$ cat config.mk
export PLATFORM = sky130hd
export DESIGN_NAME = dram_refresh_wait_rom
export DESIGN_NICKNAME = d
export VERILOG_FILES = /design/src/dram_refresh_wait_rom_pkg.sv /design/src/dram_refresh_wait_rom.sv
export SDC_FILE = /design/constraint.sdc
export NUM_CORES = 1
export LEC_CHECK = 0
export BUFFER_PORTS_ARGS = -buffer_cell sky130_fd_sc_hd__buf_2
export CAP_MARGIN = 20
export CORE_MARGIN = 5
export CORE_UTILIZATION = 29
export CTS_CLUSTER_DIAMETER = 200
export DETAILED_ROUTE_END_ITERATION = 8
export GPL_ROUTABILITY_DRIVEN = 0
export SYNTH_ARGS = -nofsm -noshare
export SYNTH_HDL_FRONTEND = slang
export SYNTH_SLANG_ARGS = --single-unit
$ cat constraint.sdc
create_clock -name sys_clk_i -period 5.6 [get_ports sys_clk_i]
set_input_delay 0.28 -clock sys_clk_i [delete_from_list [all_inputs] [get_ports sys_clk_i]]
set_output_delay 0.28 -clock sys_clk_i [all_outputs]
set_load 0.005 [all_outputs]
$ cat src/dram_refresh_wait_rom_pkg.sv
// Operation
// - three refresh modes: timer, fast or slow refresh
// - refresh stays enabled except slow refresh in sleep; pulses pace power manager
// - slow refresh rate from version register bits
// - power control xx00: slow, 32 kHz, sleep-off
// - page hit skips the row-address phase
// - page hit: reads zero, writes one wait
// - programmed page-miss and first-cycle wait states
// - first-cycle wait count resets to three
// - wait fields split over three registers
// - memory config low bits 10: page mode
// - memory config bits 7-5 read only
// - enhanced mode spreads one page across banks
// - straps latched at reset into bits 6-5
// - bus choice only from straps, never writes
// - bios select with 24 address lines
// - bios select for enabled low-memory ranges
// - boot-vector range always selects bios rom
// - rom cycles 8-bit unless wide acknowledge
// - programmed rom waits before data transfer
// - four slow rates, slowest at reset
// - power control 10 fast rate, x1 timer
package dram_refresh_wait_rom_pkg;
	// ======================================================
	// register indexes
	localparam logic [7:0] IDX_ROM_CONFIG_TWO        = 8'h51;
	localparam logic [7:0] IDX_MAPPED_MEM_WAIT_ONE   = 8'h62;
	localparam logic [7:0] IDX_WAIT_STATE_CONTROL    = 8'h63;
	localparam logic [7:0] IDX_VERSION_REFRESH_RATE  = 8'h64;
	localparam logic [7:0] IDX_ROM_CONFIG_ONE        = 8'h65;
	localparam logic [7:0] IDX_MEMORY_CONFIG_ONE     = 8'h66;
	localparam logic [7:0] IDX_POWER_CONTROL_ONE     = 8'ha7;
	// ======================================================
	// reset values
	localparam logic [7:0] RST_ROM_CONFIG_TWO        = 8'h01;
	localparam logic [7:0] RST_MAPPED_MEM_WAIT_ONE   = 8'h00;
	localparam logic [7:0] RST_WAIT_STATE_CONTROL    = 8'h40;
	localparam logic [7:0] RST_VERSION_REFRESH_RATE  = 8'h03;
	localparam logic [7:0] RST_ROM_CONFIG_ONE        = 8'h22;
	localparam logic [7:0] RST_MEMORY_CONFIG_ONE     = 8'h02;
	localparam logic [7:0] RST_POWER_CONTROL_ONE     = 8'h00;
	// ======================================================
	// field positions
	localparam int WSC_FIRST_HI_BIT   = 6;
	localparam int WSC_MISS_HI_BIT    = 5;
	localparam int MMW_MISS_LO_BIT    = 4;
	localparam int ROM1_FIRST_LO_BIT  = 5;
	localparam int ROM1_CD_EN_BIT     = 2;
	localparam int ROM1_EF_EN_BIT     = 1;
	localparam int ROM1_EF_OFF_BIT    = 0;
	localparam int ROM2_A_EN_BIT      = 0;
	localparam int MCFG_ENHANCED_BIT  = 0;
	localparam int MCFG_STRAP_LO_BIT  = 5;
	localparam int MCFG_STRAP_HI_BIT  = 6;
	localparam int PWR_TIMER_SRC_BIT  = 0;
	localparam int PWR_FAST_BIT       = 1;
	localparam logic [1:0] DRAM_MODE_PAGE    = 2'h2;
	localparam logic [7:0] MCFG_RW_MASK      = 8'h1f;
	// ======================================================
	// timing counts and decode ranges
	localparam logic [2:0] PAGE_HIT_READ_WAITS  = 3'h0;
	localparam logic [2:0] PAGE_HIT_WRITE_WAITS = 3'h1;
	localparam logic [2:0] REFRESH_CYCLES       = 3'h2;
	localparam logic [7:0] SEG_BOOT_VECTOR = 8'hff;
	localparam logic [7:0] SEG_A           = 8'h0a;
	localparam logic [6:0] SEG_CD          = 7'h06;
	localparam logic [6:0] SEG_EF          = 7'h07;
endpackage

$ cat src/dram_refresh_wait_rom.sv
`timescale 1ns/1ps
module dram_refresh_wait_rom
	import dram_refresh_wait_rom_pkg::*;
(
	input  wire logic        sys_clk_i,
	input  wire logic        arst_n_i,
	input  wire logic        cfg_wr_i,
	input  wire logic        cfg_data_sel_i,
	input  wire logic [7:0]  cfg_wdata_i,
	output logic      [7:0]  cfg_rdata_o,
	input  wire logic        slow_clk_32k_i,
	input  wire logic        timer_refresh_i,
	input  wire logic        sleep_i,
	output logic             refresh_pulse_o,
	input  wire logic        mem_req_i,
	input  wire logic        mem_write_i,
	input  wire logic [23:0] mem_addr_i,
	output logic             mem_done_o,
	output logic             dram_row_strobe_o,
	output logic             dram_col_strobe_o,
	output logic             dram_refresh_o,
	output logic             dram_bank_o,
	output logic      [11:0] dram_addr_o,
	input  wire logic        dual_bank_fitted_i,
	input  wire logic        bus_strap_high_i,
	input  wire logic        bus_strap_low_i,
	output logic             local_bus_sel_o,
	output logic             max_isa_sel_o,
	input  wire logic        bus_mem_cycle_i,
	input  wire logic [23:0] bus_addr_i,
	output logic             bios_rom_select_o,
	input  wire logic        wide_mem_ack_i,
	output logic             rom_cycle_wide_o,
	input  wire logic        rom_strobe_i,
	output logic             rom_data_xfer_o
);
	typedef enum logic [2:0] {st_idle, st_row, st_wait, st_col, st_refresh} dram_state_t;

	// ======================================================
	// index/data configuration port
	logic [7:0] index_q;
	logic [7:0] rom2_q, mmw_q, wsc_q, ver_q, rom1_q, mcfg_q, pwr_q;
	logic [1:0] strap_q;
	logic       data_wr;

	assign data_wr = cfg_wr_i & cfg_data_sel_i;

	always_ff @(posedge sys_clk_i or negedge arst_n_i) begin
		if (!arst_n_i) begin
			index_q <= 8'h00;
		end else if (cfg_wr_i && !cfg_data_sel_i) begin
			index_q <= cfg_wdata_i;
		end
	end

	always_ff @(posedge sys_clk_i or negedge arst_n_i) begin
		if (!arst_n_i) begin
			rom2_q <= RST_ROM_CONFIG_TWO;
			mmw_q  <= RST_MAPPED_MEM_WAIT_ONE;
			wsc_q  <= RST_WAIT_STATE_CONTROL;
			ver_q  <= RST_VERSION_REFRESH_RATE;
			rom1_q <= RST_ROM_CONFIG_ONE;
			mcfg_q <= RST_MEMORY_CONFIG_ONE;
			pwr_q  <= RST_POWER_CONTROL_ONE;
		end else if (data_wr) begin
			case (index_q)
				IDX_ROM_CONFIG_TWO:       rom2_q <= cfg_wdata_i;
				IDX_MAPPED_MEM_WAIT_ONE:  mmw_q  <= cfg_wdata_i;
				IDX_WAIT_STATE_CONTROL:   wsc_q  <= cfg_wdata_i;
				IDX_VERSION_REFRESH_RATE: ver_q  <= cfg_wdata_i;
				IDX_ROM_CONFIG_ONE:       rom1_q <= cfg_wdata_i;
				IDX_MEMORY_CONFIG_ONE:    mcfg_q <= cfg_wdata_i & MCFG_RW_MASK;
				IDX_POWER_CONTROL_ONE:    pwr_q  <= cfg_wdata_i;
				default: ;
			endcase
		end
	end

	// bit 0 of rom config one reads back inverted
	always_comb begin
		case (index_q)
			IDX_ROM_CONFIG_TWO:       cfg_rdata_o = rom2_q;
			IDX_MAPPED_MEM_WAIT_ONE:  cfg_rdata_o = mmw_q;
			IDX_WAIT_STATE_CONTROL:   cfg_rdata_o = wsc_q;
			IDX_VERSION_REFRESH_RATE: cfg_rdata_o = ver_q;
			IDX_ROM_CONFIG_ONE:       cfg_rdata_o = rom1_q ^ 8'h01;
			IDX_MEMORY_CONFIG_ONE:    cfg_rdata_o = {1'b0, strap_q, mcfg_q[4:0]};
			IDX_POWER_CONTROL_ONE:    cfg_rdata_o = pwr_q;
			default:                  cfg_rdata_o = 8'h00;
		endcase
	end

	// ======================================================
	// pin synchronisers
	logic [1:0] clk32_s, strap_hi_s, strap_lo_s, wide_s, dual_s;
	logic       clk32_d3;

	always_ff @(posedge sys_clk_i or negedge arst_n_i) begin
		if (!arst_n_i) begin
			clk32_s    <= 2'h0;
			clk32_d3   <= 1'b0;
			strap_hi_s <= 2'h0;
			strap_lo_s <= 2'h0;
			wide_s     <= 2'h0;
			dual_s     <= 2'h0;
		end else begin
			clk32_s    <= {clk32_s[0], slow_clk_32k_i};
			clk32_d3   <= clk32_s[1];
			strap_hi_s <= {strap_hi_s[0], bus_strap_high_i};
			strap_lo_s <= {strap_lo_s[0], bus_strap_low_i};
			wide_s     <= {wide_s[0], wide_mem_ack_i};
			dual_s     <= {dual_s[0], dual_bank_fitted_i};
		end
	end

	// ======================================================
	// strap capture, once after reset release
	logic [1:0] strap_wait_q;
	logic       strap_done_q;

	always_ff @(posedge sys_clk_i or negedge arst_n_i) begin
		if (!arst_n_i) begin
			strap_wait_q <= 2'h0;
			strap_done_q <= 1'b0;
			strap_q      <= 2'h0;
		end else if (!strap_done_q) begin
			// wait until the synchronisers hold post-reset pin levels
			strap_wait_q <= strap_wait_q + 2'h1;
			if (strap_wait_q == 2'h2) begin
				strap_done_q <= 1'b1;
				strap_q      <= {strap_hi_s[1], strap_lo_s[1]};
			end
		end
	end

	assign local_bus_sel_o = strap_q[1] & ~strap_q[0];
	assign max_isa_sel_o   = strap_q[0];

	// ======================================================
	// refresh pacing
	logic       clk32_rise, clk32_edge, slow_tick, refresh_tick;
	logic [1:0] rate_cnt_q;
	logic       refresh_pend_q;
	dram_state_t state_q;

	assign clk32_rise = clk32_s[1] & ~clk32_d3;
	assign clk32_edge = clk32_s[1] ^ clk32_d3;
	assign slow_tick  = clk32_rise && (rate_cnt_q == ver_q[1:0]);

	always_ff @(posedge sys_clk_i or negedge arst_n_i) begin
		if (!arst_n_i) begin
			rate_cnt_q <= 2'h0;
		end else if (clk32_rise) begin
			rate_cnt_q <= slow_tick ? 2'h0 : rate_cnt_q + 2'h1;
		end
	end

	always_comb begin
		if (pwr_q[PWR_TIMER_SRC_BIT]) begin
			refresh_tick = timer_refresh_i;
		end else if (pwr_q[PWR_FAST_BIT]) begin
			refresh_tick = clk32_edge;
		end else begin
			refresh_tick = slow_tick & ~sleep_i;
		end
	end

	// power manager times its events from this pulse
	assign refresh_pulse_o = refresh_tick;

	// a new tick wins over the clear taken on refresh entry
	always_ff @(posedge sys_clk_i or negedge arst_n_i) begin
		if (!arst_n_i) begin
			refresh_pend_q <= 1'b0;
		end else if (refresh_tick) begin
			refresh_pend_q <= 1'b1;
		end else if (state_q == st_idle) begin
			refresh_pend_q <= 1'b0;
		end
	end

	// ======================================================
	// dram cycle sequencer
	logic        page_mode, enhanced, page_hit, page_open_q;
	logic [12:0] page_key, open_key_q;
	logic [2:0]  wait_q, first_waits, miss_waits, hit_waits, row_waits;
	logic [2:0]  ref_cnt_q;

	assign page_mode   = (mcfg_q[1:0] == DRAM_MODE_PAGE) | mcfg_q[1];
	assign enhanced    = mcfg_q[MCFG_ENHANCED_BIT] & dual_s[1];
	assign first_waits = {1'b0, wsc_q[WSC_FIRST_HI_BIT], rom1_q[ROM1_FIRST_LO_BIT]};
	assign miss_waits  = {wsc_q[WSC_MISS_HI_BIT], 1'b0, mmw_q[MMW_MISS_LO_BIT]};
	assign hit_waits   = mem_write_i ? PAGE_HIT_WRITE_WAITS : PAGE_HIT_READ_WAITS;
	assign row_waits   = page_open_q ? miss_waits : first_waits;
	// enhanced mode: bank follows the column neighbour bit, so a page spans both
	assign page_key    = enhanced ? {1'b0, mem_addr_i[22:11]} : mem_addr_i[22:10];
	assign dram_bank_o = enhanced ? mem_addr_i[10] : mem_addr_i[22];
	assign page_hit    = page_mode & page_open_q & (page_key == open_key_q);

	always_ff @(posedge sys_clk_i or negedge arst_n_i) begin
		if (!arst_n_i) begin
			state_q   <= st_idle;
			wait_q    <= 3'h0;
			ref_cnt_q <= 3'h0;
		end else begin
			case (state_q)
				st_idle: begin
					if (refresh_pend_q) begin
						state_q   <= st_refresh;
						ref_cnt_q <= REFRESH_CYCLES - 3'h1;
					end else if (mem_req_i && page_hit) begin
						// no row phase on a hit
						state_q <= (hit_waits == 3'h0) ? st_col : st_wait;
						wait_q  <= hit_waits - 3'h1;
					end else if (mem_req_i) begin
						state_q <= st_row;
					end
				end
				st_row: begin
					state_q <= (row_waits == 3'h0) ? st_col : st_wait;
					wait_q  <= row_waits - 3'h1;
				end
				st_wait: begin
					if (wait_q == 3'h0) begin
						state_q <= st_col;
					end else begin
						wait_q <= wait_q - 3'h1;
					end
				end
				st_col: state_q <= st_idle;
				st_refresh: begin
					if (ref_cnt_q == 3'h0) begin
						state_q <= st_idle;
					end else begin
						ref_cnt_q <= ref_cnt_q - 3'h1;
					end
				end
				default: state_q <= st_idle;
			endcase
		end
	end

	always_ff @(posedge sys_clk_i or negedge arst_n_i) begin
		if (!arst_n_i) begin
			page_open_q <= 1'b0;
			open_key_q  <= 13'h0000;
		end else if (state_q == st_refresh) begin
			page_open_q <= 1'b0;
		end else if (state_q == st_col) begin
			page_open_q <= page_mode;
			open_key_q  <= page_key;
		end
	end

	always_ff @(posedge sys_clk_i or negedge arst_n_i) begin
		if (!arst_n_i) begin
			dram_addr_o <= 12'h000;
		end else if (state_q == st_idle && mem_req_i && !page_hit) begin
			dram_addr_o <= enhanced ? mem_addr_i[22:11] : mem_addr_i[21:10];
		end else if (state_q == st_row || (state_q == st_idle && mem_req_i)) begin
			dram_addr_o <= {3'h0, mem_addr_i[9:1]};
		end
	end

	assign dram_row_strobe_o = (state_q == st_row);
	assign dram_col_strobe_o = (state_q == st_col) || (state_q == st_wait);
	assign dram_refresh_o    = (state_q == st_refresh);
	assign mem_done_o        = (state_q == st_col);

	// ======================================================
	// bios rom decode and rom wait states
	logic       in_boot, in_a, in_cd, in_ef;
	logic [2:0] rom_cnt_q;

	assign in_boot = (bus_addr_i[23:16] == SEG_BOOT_VECTOR);
	assign in_a    = (bus_addr_i[23:16] == SEG_A) & rom2_q[ROM2_A_EN_BIT];
	assign in_cd   = (bus_addr_i[23:17] == SEG_CD) & rom1_q[ROM1_CD_EN_BIT];
	assign in_ef   = (bus_addr_i[23:17] == SEG_EF) & rom1_q[ROM1_EF_EN_BIT]
	               & ~rom1_q[ROM1_EF_OFF_BIT];
	// combinational so the select is valid within the address phase
	assign bios_rom_select_o = bus_mem_cycle_i & (in_boot | in_a | in_cd | in_ef);
	assign rom_cycle_wide_o  = bios_rom_select_o & wide_s[1];

	always_ff @(posedge sys_clk_i or negedge arst_n_i) begin
		if (!arst_n_i) begin
			rom_cnt_q <= 3'h0;
		end else if (!rom_strobe_i) begin
			rom_cnt_q <= 3'h0;
		end else if (rom_cnt_q != wsc_q[2:0]) begin
			rom_cnt_q <= rom_cnt_q + 3'h1;
		end
	end

	assign rom_data_xfer_o = rom_strobe_i & (rom_cnt_q == wsc_q[2:0]);
endmodule

# Yosys cells after proc, flatten, opt, wreduce, memory -nomap -nowiden

Index checks and enable logic that the tools add are counted.

Register bits after elaboration: 118
Input port bits: 71

Bitwise gates (word level): 25
Multiplexer cells: 34
Equal/unequal tests: 30
Reduce and logical (&&, ||, !) cells: 31
Add/subtract/negate cells: 7

Operators by type and width:

| kind                | number |
|---|---|
| $pmux 8 s7          | 1 |
| $eq 8x7->1 const B  | 6 |
| $mux 3              | 13 |
| $mux 12             | 3 |
| $reduce_and 2->1    | 9 |
| $eq 8x8->1 const B  | 2 |
| $logic_not 3->1     | 5 |
| $and 1x1->1         | 14 |
| $eq 7x3->1 const B  | 2 |
| $eq 13x13->1        | 1 |
| $mux 13             | 1 |
| $mux 1              | 12 |
| $ne 2x2->1 const B  | 6 |
| $pmux 3 s4          | 1 |
| $pmux 3 s3          | 1 |
| $sub 3x1->3 const B | 3 |
| $eq 8x4->1 const B  | 1 |
| $reduce_bool 2->1   | 4 |
| $eq 3x2->1 const B  | 2 |
| $not 1->1           | 6 |
| $pmux 3 s2          | 1 |
| $reduce_and 3->1    | 2 |
| $logic_and 1x1->1   | 5 |
| $add 2x1->2 const B | 2 |
| other kinds (17)    | 24 |

# Logic depth before layout (Yosys ltp)

Word-level depth: 8
Depth in mapped cells: 9

# Least setup slack after synthesis

OpenSTA, ideal clock, no wires.

Kind: reg2out
From: register index_q[2]
To: output port cfg_rdata_o[5]
Arrival time: 1.715 ns
Stages on the path, launching flop included: 7
Data required time: 5.320 ns
Buffers on the path: 1
Slack: 3.605 ns
Cells stage by stage: dfrtp_1 or3b_1 buf_2 nor3_1 a22o_1 a21oi_1 nand3_1

Word-level cells in the longest chain between the ends: 2
Elaborated cells on any way between the ends: 8
Those cells by class: 7 x eq/ne; 1 x mux

Ends and longest elaborated chain:

| item                                     | line                        | source |
|---|---|---|
| from (decl)                              | dram_refresh_wait_rom.sv:41 | `logic [7:0] index_q;` |
| from (signal assigned)                   | dram_refresh_wait_rom.sv:52 | `index_q <= cfg_wdata_i;` |
| $eq 8x8->1 or $eq 8x7->1 (tied branches) | dram_refresh_wait_rom.sv:81 | `case (index_q)` |
| $pmux 8 s7 (*)                           | dram_refresh_wait_rom.sv:81 |  |
| to (decl)                                | dram_refresh_wait_rom.sv:10 | `output logic [7:0] cfg_rdata_o,` |

Mark *: on every way between the ends. The rest lies on a longest branch, timed or not.

# Worst setup path after layout

From: register index_q[6]
To: output port cfg_rdata_o[5]

The elaborated chain is that of the path after synthesis.

==> summary.md <==
| Metric | Value |
|---|---|
| Final ANT Viol Nets | 0 |
| Initial antenna violation count | 0 |
| Critical Path Start Type | flop |
| Port Buf Inserts | just over 80 |
| Via density | ~4.8 |
| EDFF count, synth | 0 |
| Fin. Hold Viols | 0 |
| Min-delay src | mem_addr_i[8] |
| Clock buffer depth | 2 |
| Ys async rst share | 100% |
| Die ar. | between 20000 and 25000 sq um |
| Total GRT Usage | a little over an eighth |
| Status | finished clean |
| Clock slew at reported path FFs | approximately 60 ps |
| Adder-cell area share of the yosys netlist | approximately 1.3% |
| Final Critical Period | 2930 ps |
| Unrepaired setup endpoints after global routing | false |
| DP Area | between 6000 and 7000 sq um |
| Max-slew headroom | between 30% and 40% |
| CP Max Fanout | 5 |
| Row count | slightly above 50 |
| Remaining DRCs | 0 |
| Vias in the first global route | 4246 |
| TritonCTS clock tree | yes |
| Layout cells sized above 1 | 33.8% |
| Worst Setup End Kind | primary output |
| Post-Synth Simple-Gate Area | roughly 13% |
| Critical Path RT | 5320 ps |
| Worst hold slack | roughly 120 ps |
| Core area | approximately 20000 sq um |
| Max Fclk | roughly 340 MHz |
| Slew Limit Fails | 0 |
| Hold Path Class | in -> reg |
| Syn avg cell area | about 12 sq um |
| Number of CTS-inserted buffers | 17 |
| Initial Util | 29.6% |
| Synth top area share | between 40% and 50% |
| ANT cells | 0 |
| Max-cap violation count | 0 |
| Synth Flop Type | dfrtp_1 |
| Compound-gate portion of the synthesized area | between 10% and 20% |
| Clk Latency, worst-skew pair | approximately 420 ps |
| Final #Nets | approximately 670 |
| CTS sink count | around 120 |
| Final WL | between 10000 and 15000 microns |
| Cell taking the most area after synthesis | dfrtp_1 |
| Post-synthesis mux area share | approximately 16% |
| P_leak | ~3.4 nW |
| Post-Syn Area | 5780 sq um |
| H-tree levels | 4 |
| Detailed Routing Iterations Pass 1 | 4 |
| Mapped Cells | around 500 |
| HPWL Detailed | around 10000 microns |
| Post-Synth XOR/XNOR Area | around 4.7% |
| CP Launch Point | index_q[6] |
| Worst-Margin Slew | about 1000 ps |
| Seq/Total Area, Yosys | 51.2% |
| TNS Setup | 0 ps |
| Kind of critical path | reg -> out |
| Setup Skew | 6.39 ps |
| Synth Register Bits | ~120 |
| Largest net degree at the start of global routing | 70 |
| Synth-to-layout area growth | 24.0% |
| First-pass GRT wire length | around 23000 microns |
| Die width | 151 microns |
| Top-Level Pins | roughly 100 |
| Grt ovf | 0 |
| Critical R2R Launch | mcfg_q[0] |
| Post_cts resized | 0 |
| Die Y | 151 microns |
| Fin area | 7170 sq um |
| Avg WL per Cell | around 16 microns |
| Pwr dens | slightly above 400 nW/um^2 |
| Fillers | slightly below 2000 |
| Max rail drop VDD | ~0.00023 V |
| Netlist cell types | 54 |
| Final core occ | a little under two fifths |
| Top area cells in the synthesized netlist | dfrtp_1 (48%), mux2_2 (13%), dfstp_2 (3.2%) |
| Largest family of logic cells by synthesized area | multiplexers |
| Synth Net Count | roughly 580 |
| Root buf cell | clkbuf_16 |
| Count of final setup violators | 0 |
| Synth warnings | 0 |
| Via count | 4243 |
| Worst EP arrival | ~2700 ps |
| DRT iter0 DRCs | between 150 and 200 |
| Final period utilization | 52.3% |
==> power by group <==
group / total [mW] / switching, mW / internal [mW]
registers: 1.18 / 0.152 / 1.02
logic: 0.640 / 0.331 / 0.310
clock network: 1.15 / 0.423 / 0.728
==> kinds of logic after synthesis <==
family	Yosys count
XOR/XNOR	31
buffers and inverters	42
AO/OA/AOI/OAI	98
multiplexers	83
AND/OR/NAND/NOR	124
flip-flops	118
adder cells (fa/ha/maj)	6
==> synthesized netlist by cell type, drive strengths merged (10+ instances only) <==
cell and instances:
a21oi 18, a221oi 10, a22oi 15, clkbuf 11, dfrtp 111, inv 25
mux2 65, mux2i 18, nand2 35, nand3 14, nor2 17, nor3 12
o21ai 21, o22ai 10, xnor2 14, xor2 17
==> path summary, 6_finish.rpt <==
path / to / cells after the start / slack [ps]
worst min register to register: strap_hi_s[1] / 0 / 350
worst max register to register: dram_addr_o[8] / 6 / 2690
worst min-delay path: dram_addr_o[7] / 3 / 120
worst max-delay path: cfg_rdata_o[5] / 7 / 2670
max in group asynchronous: dram_addr_o[3] / 3 / 3790
min in group asynchronous: wide_s[0] / 2 / 440
==> flip-flops by register name, indices dropped and copies added, names as in the netlist, 3 cells and up <==
register,flops
mcfg_q,5
state_q,3
mmw_q,8
index_q,8
ref_cnt_q,3
rom1_q,8
wsc_q,8
rom2_q,8
rom_cnt_q,3
open_key_q,13
dram_addr_o,12
pwr_q,8
wait_q,3
ver_q,8
==> layout make-up <==
type	instances	area, sq um	area share (%)
clock buffer	19	453	6.32
clock inverter	13	169	2.36
sequential	118	2960	41.3
multi-input combinational	342	2650	37.0
inverter	25	93.8	1.31
tap	265	332	4.63
timing repair buffer	93	505	7.05
==> critical path, stage by stage (launching register included) <==
cell and delay [ps]:
dfrtp_1 440, or3b_1 510, nor3_1 530, clkbuf_2 290, a22o_1 140, a21oi_1 40
nand3_1 150, buf_2 130
==> what timing repair did <==
| item | in CTS | in global routing |
|---|---|---|
| endpoints found under the hold margin | 49 | 0 |
| hold buffers | 6 | 0 |
| setup buffers | 0 | 0 |
==> metal layers <==
layer,vias up,wire length (microns),global-route usage [%]
li1,2039,-,-
met1,2103,6820,18.1
met2,86,6850,20.3
met3,15,583,3.44
met4,0,165,3.72
met5,-,0,0
==> cell usage in the layout, fill, tap and decap left out, types with 4 or more instances in the layout <==
cell	Yosys	final
dlygate4sd3_1	0	6
xnor2_1	14	14
nor2b_1	9	9
nand2_1	35	35
xor2_1	17	17
a222oi_1	5	5
clkbuf_16	0	17
clkinvlp_4	0	4
mux2_2	65	65
dfstp_2	7	7
inv_1	25	25
a21oi_1	18	18
nor4_1	5	5
a221oi_1	10	10
ha_1	6	6
dfrtp_1	111	111
and2_1	4	4
o22ai_1	10	10
o21ai_0	21	21
buf_2	6	82
nor3_1	10	10
a22oi_1	15	15
buf_4	0	4
and3_1	7	7
nor2_1	16	16
mux2i_1	18	18
nand3_1	11	11
==> stage by stage <==
stage / power, mW / worst slack [ps] / std cells
after floorplan: 1.61 / 3600 / 502
after global placement: 1.82 / 2650 / 836
after detailed placement: 1.83 / 2630 / 836
after CTS: 3.00 / 2390 / 874
after global routing: 3.15 / 2340 / 875
final: 2.97 / 2670 / 875
(Power assumes the default switching activity.)
